--- src/ahcc_regs.vh ---
// register indexes, field positions, reset values and timing counts for the clock-control bank
`ifndef AHCC_REGS_VH
`define AHCC_REGS_VH

// register indexes; byte address is four times the index
`define AHCC_IDX_SLOW_CTRL 10'h100
`define AHCC_IDX_PRIM_CTRL 10'h101
`define AHCC_IDX_PRIM_SEL1 10'h102
`define AHCC_IDX_PRIM_SEL2 10'h103
`define AHCC_IDX_PRIM_SEL3 10'h104
`define AHCC_IDX_PRIM_STA1 10'h10A
`define AHCC_IDX_PRIM_STA2 10'h10B
`define AHCC_IDX_PRIM_STA3 10'h10C
`define AHCC_IDX_SEC_CTRL 10'h112
`define AHCC_IDX_SEC_SEL1 10'h113
`define AHCC_IDX_SEC_SEL2 10'h114
`define AHCC_IDX_SEC_STA1 10'h11B
`define AHCC_IDX_SEC_STA2 10'h11C
`define AHCC_IDX_PROC_CTRL 10'h120
`define AHCC_IDX_PROC_RATE 10'h122
`define AHCC_IDX_PROC_RSTA 10'h126
`define AHCC_IDX_PROC_SSTA 10'h127
`define AHCC_IDX_OUT1_CTRL 10'h149
`define AHCC_IDX_OUT2_CTRL 10'h14A
`define AHCC_IDX_PAD_CTRL 10'h14E

// field positions
`define AHCC_ENA_BIT 6
`define AHCC_FAMILY_BIT 15
`define AHCC_OUT_ENA_BIT 15
`define AHCC_PULLDOWN_BIT 9

// reset values
`define AHCC_RST_SLOW_SRC 2'h2
`define AHCC_RST_PRIM_RATE 3'h4
`define AHCC_RST_PRIM_SRC 4'h4
`define AHCC_RST_SEC_RATE 3'h3
`define AHCC_RST_SEC_SRC 4'h5
`define AHCC_RST_PROC_SRC 4'h5
`define AHCC_RST_SEL 5'h11
`define AHCC_RST_STATE 5'h00

// source codes
`define AHCC_SRC_REF1 4'h0
`define AHCC_SRC_REF2 4'h1
`define AHCC_SRC_REF3 4'h2
`define AHCC_SRC_LL1M 4'h4
`define AHCC_SRC_LL2M 4'h5
`define AHCC_SRC_BIT1 4'h8
`define AHCC_SRC_BIT2 4'h9
`define AHCC_SRC_BIT3 4'hA
`define AHCC_SRC_LL1 4'hF

// slow clock: primary ticks per slow tick at the lowest rate code, per family
`define AHCC_SLOW_BASE_48K 16'h00C0
`define AHCC_SLOW_BASE_44K 16'h00B0
`endif

--- src/ahcc_clock_control.v ---
// clock-control register bank: source muxes, slow clock, clock outputs and APB slave
//
// Local design decision: the APB slave port.
`include "ahcc_regs.vh"

module ahcc_clock_control (
  input wire mclk,
  input wire rst_n,
  input wire psel,
  input wire penable,
  input wire pwrite,
  input wire [31:0] paddr,
  input wire [31:0] pwdata,
  input wire [3:0] pstrb,
  output reg [31:0] prdata,
  output reg pready,
  output reg pslverr,
  input wire [2:0] referenceInput,
  input wire [2:0] serialPortBitClock,
  input wire lockLoopOneDoubledTick,
  input wire lockLoopTwoDoubledTick,
  input wire lockLoopOneTripledTick,
  input wire lockLoopTwoTripledTick,
  input wire lockLoopOneTick,
  output reg primaryCoreTick,
  output reg secondaryCoreTick,
  output reg processorClockTick,
  output reg slowClockTick,
  output reg primaryClockOutput,
  output reg secondaryClockOutput,
  output reg primaryFamily44k,
  output reg secondaryFamily44k,
  output reg referenceThreePulldown
);

  // control fields
  reg slowClockEnable;
  reg [1:0] slowClockSource;
  reg primaryClockFamily;
  reg [2:0] primaryClockRateCode;
  reg primaryClockEnable;
  reg [3:0] primaryClockSource;
  reg [2:0] secondaryClockRateCode;
  reg secondaryClockEnable;
  reg [3:0] secondaryClockSource;
  reg processorClockEnable;
  reg [3:0] processorClockSource;
  reg [15:0] processorClockRate;
  reg [15:0] processorClockRateState;
  reg [1:0] outputEnable;
  reg [9:0] outputDivider;
  reg [5:0] outputSourceRate;
  reg [4:0] primarySel [0:2];
  reg [4:0] secondarySel [0:1];
  reg [4:0] primaryState [0:2];
  reg [4:0] secondaryState [0:1];

  // pin synchronisers and edge events
  reg [5:0] pinSyncA;
  reg [5:0] pinSyncB;
  reg [5:0] pinSyncC;
  reg [5:0] pinLevel;
  wire [5:0] pinRise;
  wire [5:0] pinRaw;
  wire [2:0] refRise;
  wire [2:0] bitRise;

  // bus decode
  wire [9:0] regIndex;
  wire setupPhase;
  wire writeTake;
  reg [15:0] readValue;
  reg readHit;

  // slow divider
  reg [15:0] slowCount;
  reg [15:0] slowLimit;
  reg next_slowTick;

  // clock output dividers
  wire [1:0] coreTick;
  reg [1:0] outLevel;
  reg [1:0] curEnable;
  reg [7:0] curHalf;
  reg [7:0] halfCount;

  integer k;
  integer j; // loop index of the rate-state process

  // pick one edge event from the source code; reserved codes yield none
  function srcTick;
    input [3:0] code;
    input [2:0] refs;
    input [2:0] bits;
    input loopA;
    input loopB;
    input loopRaw;
    begin
      case (code)
        `AHCC_SRC_REF1: srcTick = refs[0];
        `AHCC_SRC_REF2: srcTick = refs[1];
        `AHCC_SRC_REF3: srcTick = refs[2];
        `AHCC_SRC_LL1M: srcTick = loopA;
        `AHCC_SRC_LL2M: srcTick = loopB;
        `AHCC_SRC_BIT1: srcTick = bits[0];
        `AHCC_SRC_BIT2: srcTick = bits[1];
        `AHCC_SRC_BIT3: srcTick = bits[2];
        `AHCC_SRC_LL1: srcTick = loopRaw;
        default: srcTick = 1'b0;
      endcase
    end
  endfunction

  // half period in core ticks; reserved codes below two act as divide by two
  function [3:0] halfOf;
    input [4:0] div;
    begin
      halfOf = (div[4:1] == 4'h0) ? 4'h1 : div[4:1];
    end
  endfunction

  // rate codes 01XXX belong to the 44.1 kHz family
  function isFamily44k;
    input [4:0] sel;
    begin
      isFamily44k = (sel[4:3] == 2'b01);
    end
  endfunction

  assign pinRaw = {serialPortBitClock, referenceInput};

  // three-stage synchroniser; a change counts once stages two and three agree
  always @(posedge mclk or negedge rst_n) begin
    if (!rst_n) begin
      pinSyncA <= 6'h00;
      pinSyncB <= 6'h00;
      pinSyncC <= 6'h00;
      pinLevel <= 6'h00;
    end else begin
      pinSyncA <= pinRaw;
      pinSyncB <= pinSyncA;
      pinSyncC <= pinSyncB;
      // filtered level moves only when the last two stages agree
      pinLevel <= (pinSyncB & pinSyncC) | (pinLevel & (pinSyncB | pinSyncC));
    end
  end

  genvar g;
  generate
    for (g = 0; g < 6; g = g + 1) begin : gen_edge
      assign pinRise[g] = pinSyncB[g] & pinSyncC[g] & ~pinLevel[g];
    end
  endgenerate

  assign refRise = pinRise[2:0];
  assign bitRise = pinRise[5:3];

  assign regIndex = paddr[11:2];
  assign setupPhase = psel & ~penable;
  assign writeTake = psel & penable & pready & pwrite;

  // read decode; unmapped indexes and upper address bits raise an error
  always @* begin
    readValue = 16'h0000;
    readHit = (paddr[31:12] == 20'h00000) && (paddr[1:0] == 2'b00);
    case (regIndex)
      `AHCC_IDX_SLOW_CTRL: readValue = {9'h000, slowClockEnable, 4'h0, slowClockSource};
      `AHCC_IDX_PRIM_CTRL: readValue = {primaryClockFamily, 4'h0, primaryClockRateCode, 1'b0,
                                        primaryClockEnable, 2'b00, primaryClockSource};
      `AHCC_IDX_PRIM_SEL1: readValue = {11'h000, primarySel[0]};
      `AHCC_IDX_PRIM_SEL2: readValue = {11'h000, primarySel[1]};
      `AHCC_IDX_PRIM_SEL3: readValue = {11'h000, primarySel[2]};
      `AHCC_IDX_PRIM_STA1: readValue = {11'h000, primaryState[0]};
      `AHCC_IDX_PRIM_STA2: readValue = {11'h000, primaryState[1]};
      `AHCC_IDX_PRIM_STA3: readValue = {11'h000, primaryState[2]};
      `AHCC_IDX_SEC_CTRL: readValue = {5'h00, secondaryClockRateCode, 1'b0, secondaryClockEnable,
                                       2'b00, secondaryClockSource};
      `AHCC_IDX_SEC_SEL1: readValue = {11'h000, secondarySel[0]};
      `AHCC_IDX_SEC_SEL2: readValue = {11'h000, secondarySel[1]};
      `AHCC_IDX_SEC_STA1: readValue = {11'h000, secondaryState[0]};
      `AHCC_IDX_SEC_STA2: readValue = {11'h000, secondaryState[1]};
      `AHCC_IDX_PROC_CTRL: readValue = {9'h000, processorClockEnable, 2'b00, processorClockSource};
      `AHCC_IDX_PROC_RATE: readValue = processorClockRate;
      `AHCC_IDX_PROC_RSTA: readValue = processorClockRateState;
      `AHCC_IDX_PROC_SSTA: readValue = {12'h000, processorClockSource};
      `AHCC_IDX_OUT1_CTRL: readValue = {outputEnable[0], 7'h00, outputDivider[4:0], outputSourceRate[2:0]};
      `AHCC_IDX_OUT2_CTRL: readValue = {outputEnable[1], 7'h00, outputDivider[9:5], outputSourceRate[5:3]};
      `AHCC_IDX_PAD_CTRL: readValue = {6'h00, referenceThreePulldown, 9'h000};
      default: readHit = 1'b0;
    endcase
  end

  // apb answer: one wait-free access cycle after setup, data captured in setup
  always @(posedge mclk or negedge rst_n) begin
    if (!rst_n) begin
      pready <= 1'b0;
      prdata <= 32'h00000000;
      pslverr <= 1'b0;
    end else begin
      pready <= setupPhase;
      if (setupPhase) begin
        prdata <= (readHit && !pwrite) ? {16'h0000, readValue} : 32'h00000000;
        pslverr <= ~readHit;
      end else begin
        pslverr <= 1'b0;
      end
    end
  end

  // writable fields; read-only registers ignore writes
  always @(posedge mclk or negedge rst_n) begin
    if (!rst_n) begin
      slowClockEnable <= 1'b0;
      slowClockSource <= `AHCC_RST_SLOW_SRC;
      primaryClockFamily <= 1'b0;
      primaryClockRateCode <= `AHCC_RST_PRIM_RATE;
      primaryClockEnable <= 1'b0;
      primaryClockSource <= `AHCC_RST_PRIM_SRC;
      secondaryClockRateCode <= `AHCC_RST_SEC_RATE;
      secondaryClockEnable <= 1'b0;
      secondaryClockSource <= `AHCC_RST_SEC_SRC;
      processorClockEnable <= 1'b0;
      processorClockSource <= `AHCC_RST_PROC_SRC;
      processorClockRate <= 16'h0000;
      processorClockRateState <= 16'h0000;
      outputEnable <= 2'b00;
      outputDivider <= 10'h000;
      outputSourceRate <= 6'h00;
      referenceThreePulldown <= 1'b0;
      for (k = 0; k < 3; k = k + 1) begin
        primarySel[k] <= `AHCC_RST_SEL;
      end
      for (k = 0; k < 2; k = k + 1) begin
        secondarySel[k] <= `AHCC_RST_SEL;
      end
    end else if (writeTake && readHit) begin
      case (regIndex)
        `AHCC_IDX_SLOW_CTRL: begin
          slowClockEnable <= pwdata[`AHCC_ENA_BIT];
          slowClockSource <= pwdata[1:0];
        end
        // family, rate and source land together so a live change is one step
        `AHCC_IDX_PRIM_CTRL: begin
          primaryClockFamily <= pwdata[`AHCC_FAMILY_BIT];
          primaryClockRateCode <= pwdata[10:8];
          primaryClockEnable <= pwdata[`AHCC_ENA_BIT];
          primaryClockSource <= pwdata[3:0];
        end
        `AHCC_IDX_PRIM_SEL1: primarySel[0] <= pwdata[4:0];
        `AHCC_IDX_PRIM_SEL2: primarySel[1] <= pwdata[4:0];
        `AHCC_IDX_PRIM_SEL3: primarySel[2] <= pwdata[4:0];
        `AHCC_IDX_SEC_CTRL: begin
          secondaryClockRateCode <= pwdata[10:8];
          secondaryClockEnable <= pwdata[`AHCC_ENA_BIT];
          secondaryClockSource <= pwdata[3:0];
        end
        `AHCC_IDX_SEC_SEL1: secondarySel[0] <= pwdata[4:0];
        `AHCC_IDX_SEC_SEL2: secondarySel[1] <= pwdata[4:0];
        // a source write makes the pending processor rate active
        `AHCC_IDX_PROC_CTRL: begin
          processorClockEnable <= pwdata[`AHCC_ENA_BIT];
          processorClockSource <= pwdata[3:0];
          processorClockRateState <= processorClockRate;
        end
        // while running, a new rate waits for the next source write
        `AHCC_IDX_PROC_RATE: begin
          processorClockRate <= pwdata[15:0];
          if (!processorClockEnable) begin
            processorClockRateState <= pwdata[15:0];
          end
        end
        `AHCC_IDX_OUT1_CTRL: begin
          outputEnable[0] <= pwdata[`AHCC_OUT_ENA_BIT];
          outputDivider[4:0] <= pwdata[7:3];
          outputSourceRate[2:0] <= pwdata[2:0];
        end
        `AHCC_IDX_OUT2_CTRL: begin
          outputEnable[1] <= pwdata[`AHCC_OUT_ENA_BIT];
          outputDivider[9:5] <= pwdata[7:3];
          outputSourceRate[5:3] <= pwdata[2:0];
        end
        `AHCC_IDX_PAD_CTRL: referenceThreePulldown <= pwdata[`AHCC_PULLDOWN_BIT];
        default: begin
        end
      endcase
    end
  end

  // rate states mirror the selects only while their domain runs
  always @(posedge mclk or negedge rst_n) begin
    if (!rst_n) begin
      for (j = 0; j < 3; j = j + 1) begin
        primaryState[j] <= `AHCC_RST_STATE;
      end
      for (j = 0; j < 2; j = j + 1) begin
        secondaryState[j] <= `AHCC_RST_STATE;
      end
    end else begin
      for (j = 0; j < 3; j = j + 1) begin
        primaryState[j] <= primaryClockEnable ? primarySel[j] : `AHCC_RST_STATE;
      end
      for (j = 0; j < 2; j = j + 1) begin
        secondaryState[j] <= secondaryClockEnable ? secondarySel[j] : `AHCC_RST_STATE;
      end
    end
  end

  // domain ticks; muxing single-cycle events cannot make a runt on a source change
  always @(posedge mclk or negedge rst_n) begin
    if (!rst_n) begin
      primaryCoreTick <= 1'b0;
      secondaryCoreTick <= 1'b0;
      processorClockTick <= 1'b0;
      primaryFamily44k <= 1'b0;
      secondaryFamily44k <= 1'b0;
    end else begin
      primaryCoreTick <= primaryClockEnable & srcTick(primaryClockSource, refRise, bitRise,
        lockLoopOneDoubledTick, lockLoopTwoDoubledTick, lockLoopOneTick);
      secondaryCoreTick <= secondaryClockEnable & srcTick(secondaryClockSource, refRise, bitRise,
        lockLoopOneDoubledTick, lockLoopTwoDoubledTick, lockLoopOneTick);
      processorClockTick <= processorClockEnable & srcTick(processorClockSource, refRise, bitRise,
        lockLoopOneTripledTick, lockLoopTwoTripledTick, lockLoopOneTick);
      primaryFamily44k <= primaryClockFamily | isFamily44k(primarySel[0]);
      secondaryFamily44k <= isFamily44k(secondarySel[0]);
    end
  end

  // slow divider limit follows rate code and family of the primary clock
  always @* begin
    slowLimit = (primaryClockFamily ? `AHCC_SLOW_BASE_44K : `AHCC_SLOW_BASE_48K) << primaryClockRateCode;
    case (slowClockSource)
      2'b00: next_slowTick = refRise[0];
      2'b01: next_slowTick = refRise[1];
      2'b10: next_slowTick = primaryCoreTick && (slowCount == slowLimit - 16'h0001);
      default: next_slowTick = 1'b0;
    endcase
  end

  // slow clock only ticks while enabled
  always @(posedge mclk or negedge rst_n) begin
    if (!rst_n) begin
      slowCount <= 16'h0000;
      slowClockTick <= 1'b0;
    end else begin
      slowClockTick <= slowClockEnable & next_slowTick;
      if (!slowClockEnable || slowClockSource != 2'b10) begin
        slowCount <= 16'h0000;
      end else if (primaryCoreTick) begin
        if (slowCount >= slowLimit - 16'h0001) begin
          slowCount <= 16'h0000;
        end else begin
          slowCount <= slowCount + 16'h0001;
        end
      end
    end
  end

  assign coreTick = {secondaryCoreTick, primaryCoreTick};

  // output dividers: new settings load only at the end of a low phase, so every
  // high and low half is whole; a stopped core freezes the pin where it stands
  generate
    for (g = 0; g < 2; g = g + 1) begin : gen_out
      always @(posedge mclk or negedge rst_n) begin
        if (!rst_n) begin
          outLevel[g] <= 1'b0;
          curEnable[g] <= 1'b0;
          curHalf[g*4 +: 4] <= 4'h1;
          halfCount[g*4 +: 4] <= 4'h0;
        end else if (coreTick[g]) begin
          if (halfCount[g*4 +: 4] >= curHalf[g*4 +: 4] - 4'h1) begin
            halfCount[g*4 +: 4] <= 4'h0;
            if (outLevel[g]) begin
              outLevel[g] <= 1'b0;
            end else begin
              curEnable[g] <= outputEnable[g];
              curHalf[g*4 +: 4] <= halfOf(outputDivider[g*5 +: 5]);
              outLevel[g] <= outputEnable[g];
            end
          end else begin
            halfCount[g*4 +: 4] <= halfCount[g*4 +: 4] + 4'h1;
          end
        end else if (!outputEnable[g] && !outLevel[g]) begin
          curEnable[g] <= 1'b0;
        end
      end
    end
  endgenerate

  // pins driven from flops, low after a disable once the current high half has ended
  always @(posedge mclk or negedge rst_n) begin
    if (!rst_n) begin
      primaryClockOutput <= 1'b0;
      secondaryClockOutput <= 1'b0;
    end else begin
      primaryClockOutput <= outLevel[0] & curEnable[0];
      secondaryClockOutput <= outLevel[1] & curEnable[1];
    end
  end

endmodule

--- config.mk ---
export PLATFORM = sky130hd
export DESIGN_NAME = ahcc_clock_control
export DESIGN_NICKNAME = d
export VERILOG_FILES = /design/src/ahcc_clock_control.v
export VERILOG_INCLUDE_DIRS = /design/src
export SDC_FILE = /design/constraint.sdc
export NUM_CORES = 1
export LEC_CHECK = 0
export ABC_CLOCK_PERIOD_IN_PS = 7200
export BUFFER_PORTS_ARGS = -buffer_cell sky130_fd_sc_hd__buf_2
export CORE_AREA = 4 4 137 139
export CTS_BUF_LIST = sky130_fd_sc_hd__clkbuf_8 sky130_fd_sc_hd__clkbuf_16
export DETAILED_ROUTE_END_ITERATION = 12
export DIE_AREA = 0 0 141 143
export GPL_TIMING_DRIVEN = 0
export HOLD_SLACK_MARGIN = 0.02
export PLACE_DENSITY = 0.92
export SLEW_MARGIN = 25
export SYNTH_ARGS = -nofsm -noshare
export SYNTH_HDL_FRONTEND = slang
export SYNTH_SLANG_ARGS = --single-unit
--- constraint.sdc ---
create_clock -name mclk -period 7.2 [get_ports mclk]
set_input_delay 1.44 -clock mclk [delete_from_list [all_inputs] [get_ports mclk]]
set_output_delay 1.44 -clock mclk [all_outputs]
set_load 0.02 [all_outputs]
==> results_dict.tcl <==
set metrics [dict create \
    status "finished clean" \
    timing.fmax_ghz 0.225 \
    slew_violations 0 \
    cts_tree "done" \
    antenna_left 0 \
    ys_warn_count 0 \
    viasPerCell 6.37 \
    dpl.hpwl_mm 20.6 \
    p_total_mw 2.43 \
    antenna_found_initial 0 \
    arrival_ns 4.86 \
    holdPathEnd "pinSyncB[4]" \
    cts_resized 0 \
    syn_inst 1019 \
    rsz0062_at_grt "false" \
    period_minus_slack_ns 4.45 \
    core_um2 17700 \
    synth.area.top_cells "dfrtp_1 (43%), mux2_2 (8.9%), dfstp_2 (5.0%), mux2i_1 (3.4%), ha_1 (3.2%)" \
    p_per_area_nw_per_um2 194 \
    yosys.area.top_type_share_pct 43.5 \
    setup_viol 0 \
    hold_buffers 0 \
    ys.flop_type "dfrtp_1" \
    fin_nets 1258 \
    start_util_pct 62.2 \
    netlist_area_um2 11000 \
    slew_headroom_pct 36.3 \
    crit_fanout 10 \
    synth_common_cells "dfrtp_1 (191), nand2_1 (88), mux2_2 (87)" \
    fin_skew_ns 0.0158 \
    synth_edf_count 0 \
    clk_pin_slew_ns 0.06 \
    ctsLongestPathBuffers 3 \
    worstSetupPathType "reg -> reg" \
    layout-drive-gt1-share_pct 24.1 \
    final_hold_viol_count 0 \
    ir_drop_uv 148 \
    numCtsBuffers 22 \
    track_usage_pct 28.8 \
    drt_iter0_markers 1072 \
    row_count 49 \
    tightest_slew_ns 0.948 \
    async_flop_share_pct 100 \
    grt_pass1_wl_mm 46.6 \
    final.period_utilization_pct 61.8 \
    drc 0 \
    grt_pass1_vias 8769 \
    num-fill-cells 1246 \
    synth_cell_types 73 \
    ff2ff_setup_slack_ns 2.75 \
    startpoint_type "flop" \
    io_buffers 86 \
    routed_wl_mm 29.1 \
    endpoint_kind "flop" \
    ios 127 \
    r2r_start "primaryClockRateCode[0]" \
    overflow 0 \
    grt_max_degree 83 \
    cts_sinks 212 \
    p_leak_nw 5.86 \
    final_cells 1391 \
    wl_per_cell_um 20.9 \
    finalSetupTns_ns 0 \
    synth_top_cell_by_area "dfrtp_1" \
    die_h_um 143 \
    num_antenna_cells 0 \
    htreeDepth 1 \
    dp.cells 1351 \
    vias 8866 \
    area_growth_pct 14.3 \
    die_w_um 141 \
    yosysSeqAreaShare_pct 48.5 \
    clkLatencyLatePin_ns 0.50 \
    synth-seq-cells 212 \
    post-cts-setup-buffers 0 \
    critPathRequiredTime_ns 7.61 \
    syn_avg_cell_area_um2 10.8 \
    min_path_cells 0 \
    die_area_um2 20200 \
    synth.most_common_cell "dfrtp_1" \
    dr.pass1.iters 7 \
    hold_class "reg -> reg" \
    maxCapViolCount 0 \
    clock-root-buffer "clkbuf_16" \
    rr_endpoint "slowCount[13]" \
    gp_congestion 0.980 \
    ff2ff_path_depth 15 \
    min_from "pinSyncA[4]" \
]
[placed cells by master, fill, tap and decap left out, types with 18 or more instances in the layout]
master,count
dfrtp_1,191
a22oi_1,27
mux2i_1,37
clkbuf_1,35
clkbuf_16,23
buf_2,97
nand2_1,88
nand3_1,26
ha_1,28
and2_1,36
nor3_1,18
dfstp_2,21
mux2_2,87
inv_1,27
buf_4,19
o21ai_0,54
nor2_1,47
a21oi_1,29
[registers in the layout, summed over array words and instances (netlist names), 3 cells and up]
register                 cells
curHalf                      8
primaryState                15
processorClockSource         4
prdata                      16
outputDivider               10
processorClockRateState     16
primaryClockSource           4
secondarySel                10
primaryClockRateCode         3
slowCount                   16
pinSyncA                     6
pinLevel                     6
pinSyncB                     6
outputSourceRate             6
secondaryState              10
secondaryClockRateCode       3
halfCount                    8
primarySel                  15
processorClockRate          16
pinSyncC                     6
secondaryClockSource         4
[how the worst max path moves through the flow]
stage | slack [ns] | from | cells after the start | to
floorplan | 3.43 | primaryClockRateCode[0] | 15 | slowCount[15]
global placement | 1.25 | rst_n | 1 | pinSyncA[4]
detailed placement | 2.84 | primaryClockRateCode[0] | 15 | slowCount[15]
CTS | 2.80 | primaryClockRateCode[0] | 15 | slowCount[13]
global route | 2.35 | primaryClockRateCode[2] | 17 | slowCount[15]
finish | 2.75 | primaryClockRateCode[0] | 15 | slowCount[13]
[area by class of cell]
| cell class | instances | area (µm²) | area share (%) |
|---|---|---|---|
| Clock inverter | 10 | 40.0 | 0.319 |
| Tap cell | 229 | 287 | 2.28 |
| Timing Repair Buffer | 88 | 495 | 3.94 |
| Buffer | 72 | 387 | 3.08 |
| Multi-Input combinational cell | 730 | 5280 | 42.0 |
| Sequential cell | 212 | 5330 | 42.4 |
| Clock buffer | 30 | 672 | 5.35 |
| Inverter | 20 | 75.1 | 0.597 |
[critical path: stages (launching register included)]
cell and delay (ns):
dfrtp_1 0.47, inv_1 0.14, ha_1 0.30, mux2_2 0.29
nand2_1 0.06, o21ai_0 0.17, or4_1 0.64, or2_2 0.31
ha_1 0.31, a21oi_1 0.17, o211a_1 0.15, o21ai_0 0.16
a211oi_1 0.61, buf_2 0.35, nand2_1 0.08, a31oi_1 0.16
[where the power goes]
group | switching (mW) | internal [mW] | total (mW)
clock | 0.455 | 0.647 | 1.10
combinational | 0.0840 | 0.0404 | 0.124
sequential | 0.00487 | 1.20 | 1.21
total | 0.544 | 1.89 | 2.43
[kinds of logic after synthesis]
family,synth area share (%)
simple gates,15.4
compound gates,13.8
flops,48.5
mux,13.5
buf+inv,4.20
fa+ha+maj,3.73
xor+xnor,0.797
other cells,0.0341
[metrics by stage]
| step | util (%) | hold slack (ns) | setup WS, ns | instance area, µm² |
|---|---|---|---|---|
| floorplan | - | 0.331 | 3.43 | 11000 |
| global placement | 66.6 | 0.335 | 1.25 | 11800 |
| detailed placement | 67.0 | 0.336 | 2.84 | 11800 |
| CTS | 71.1 | 0.347 | 2.80 | 12600 |
| global route | 71.2 | 0.348 | 2.35 | 12600 |
| finish | 71.2 | 0.345 | 2.75 | 12600 |
[per-layer routing]
metal  GRT usage (%)  up-vias  wire length [µm]
met3            5.32       99              2650
met2            46.1      465             13600
met1            39.9     4326             11800
met4            10.4        0              1100
met5               0        -                 0
li1                -     3976                 -
Note: power is estimated with default switching activity, not from simulation.
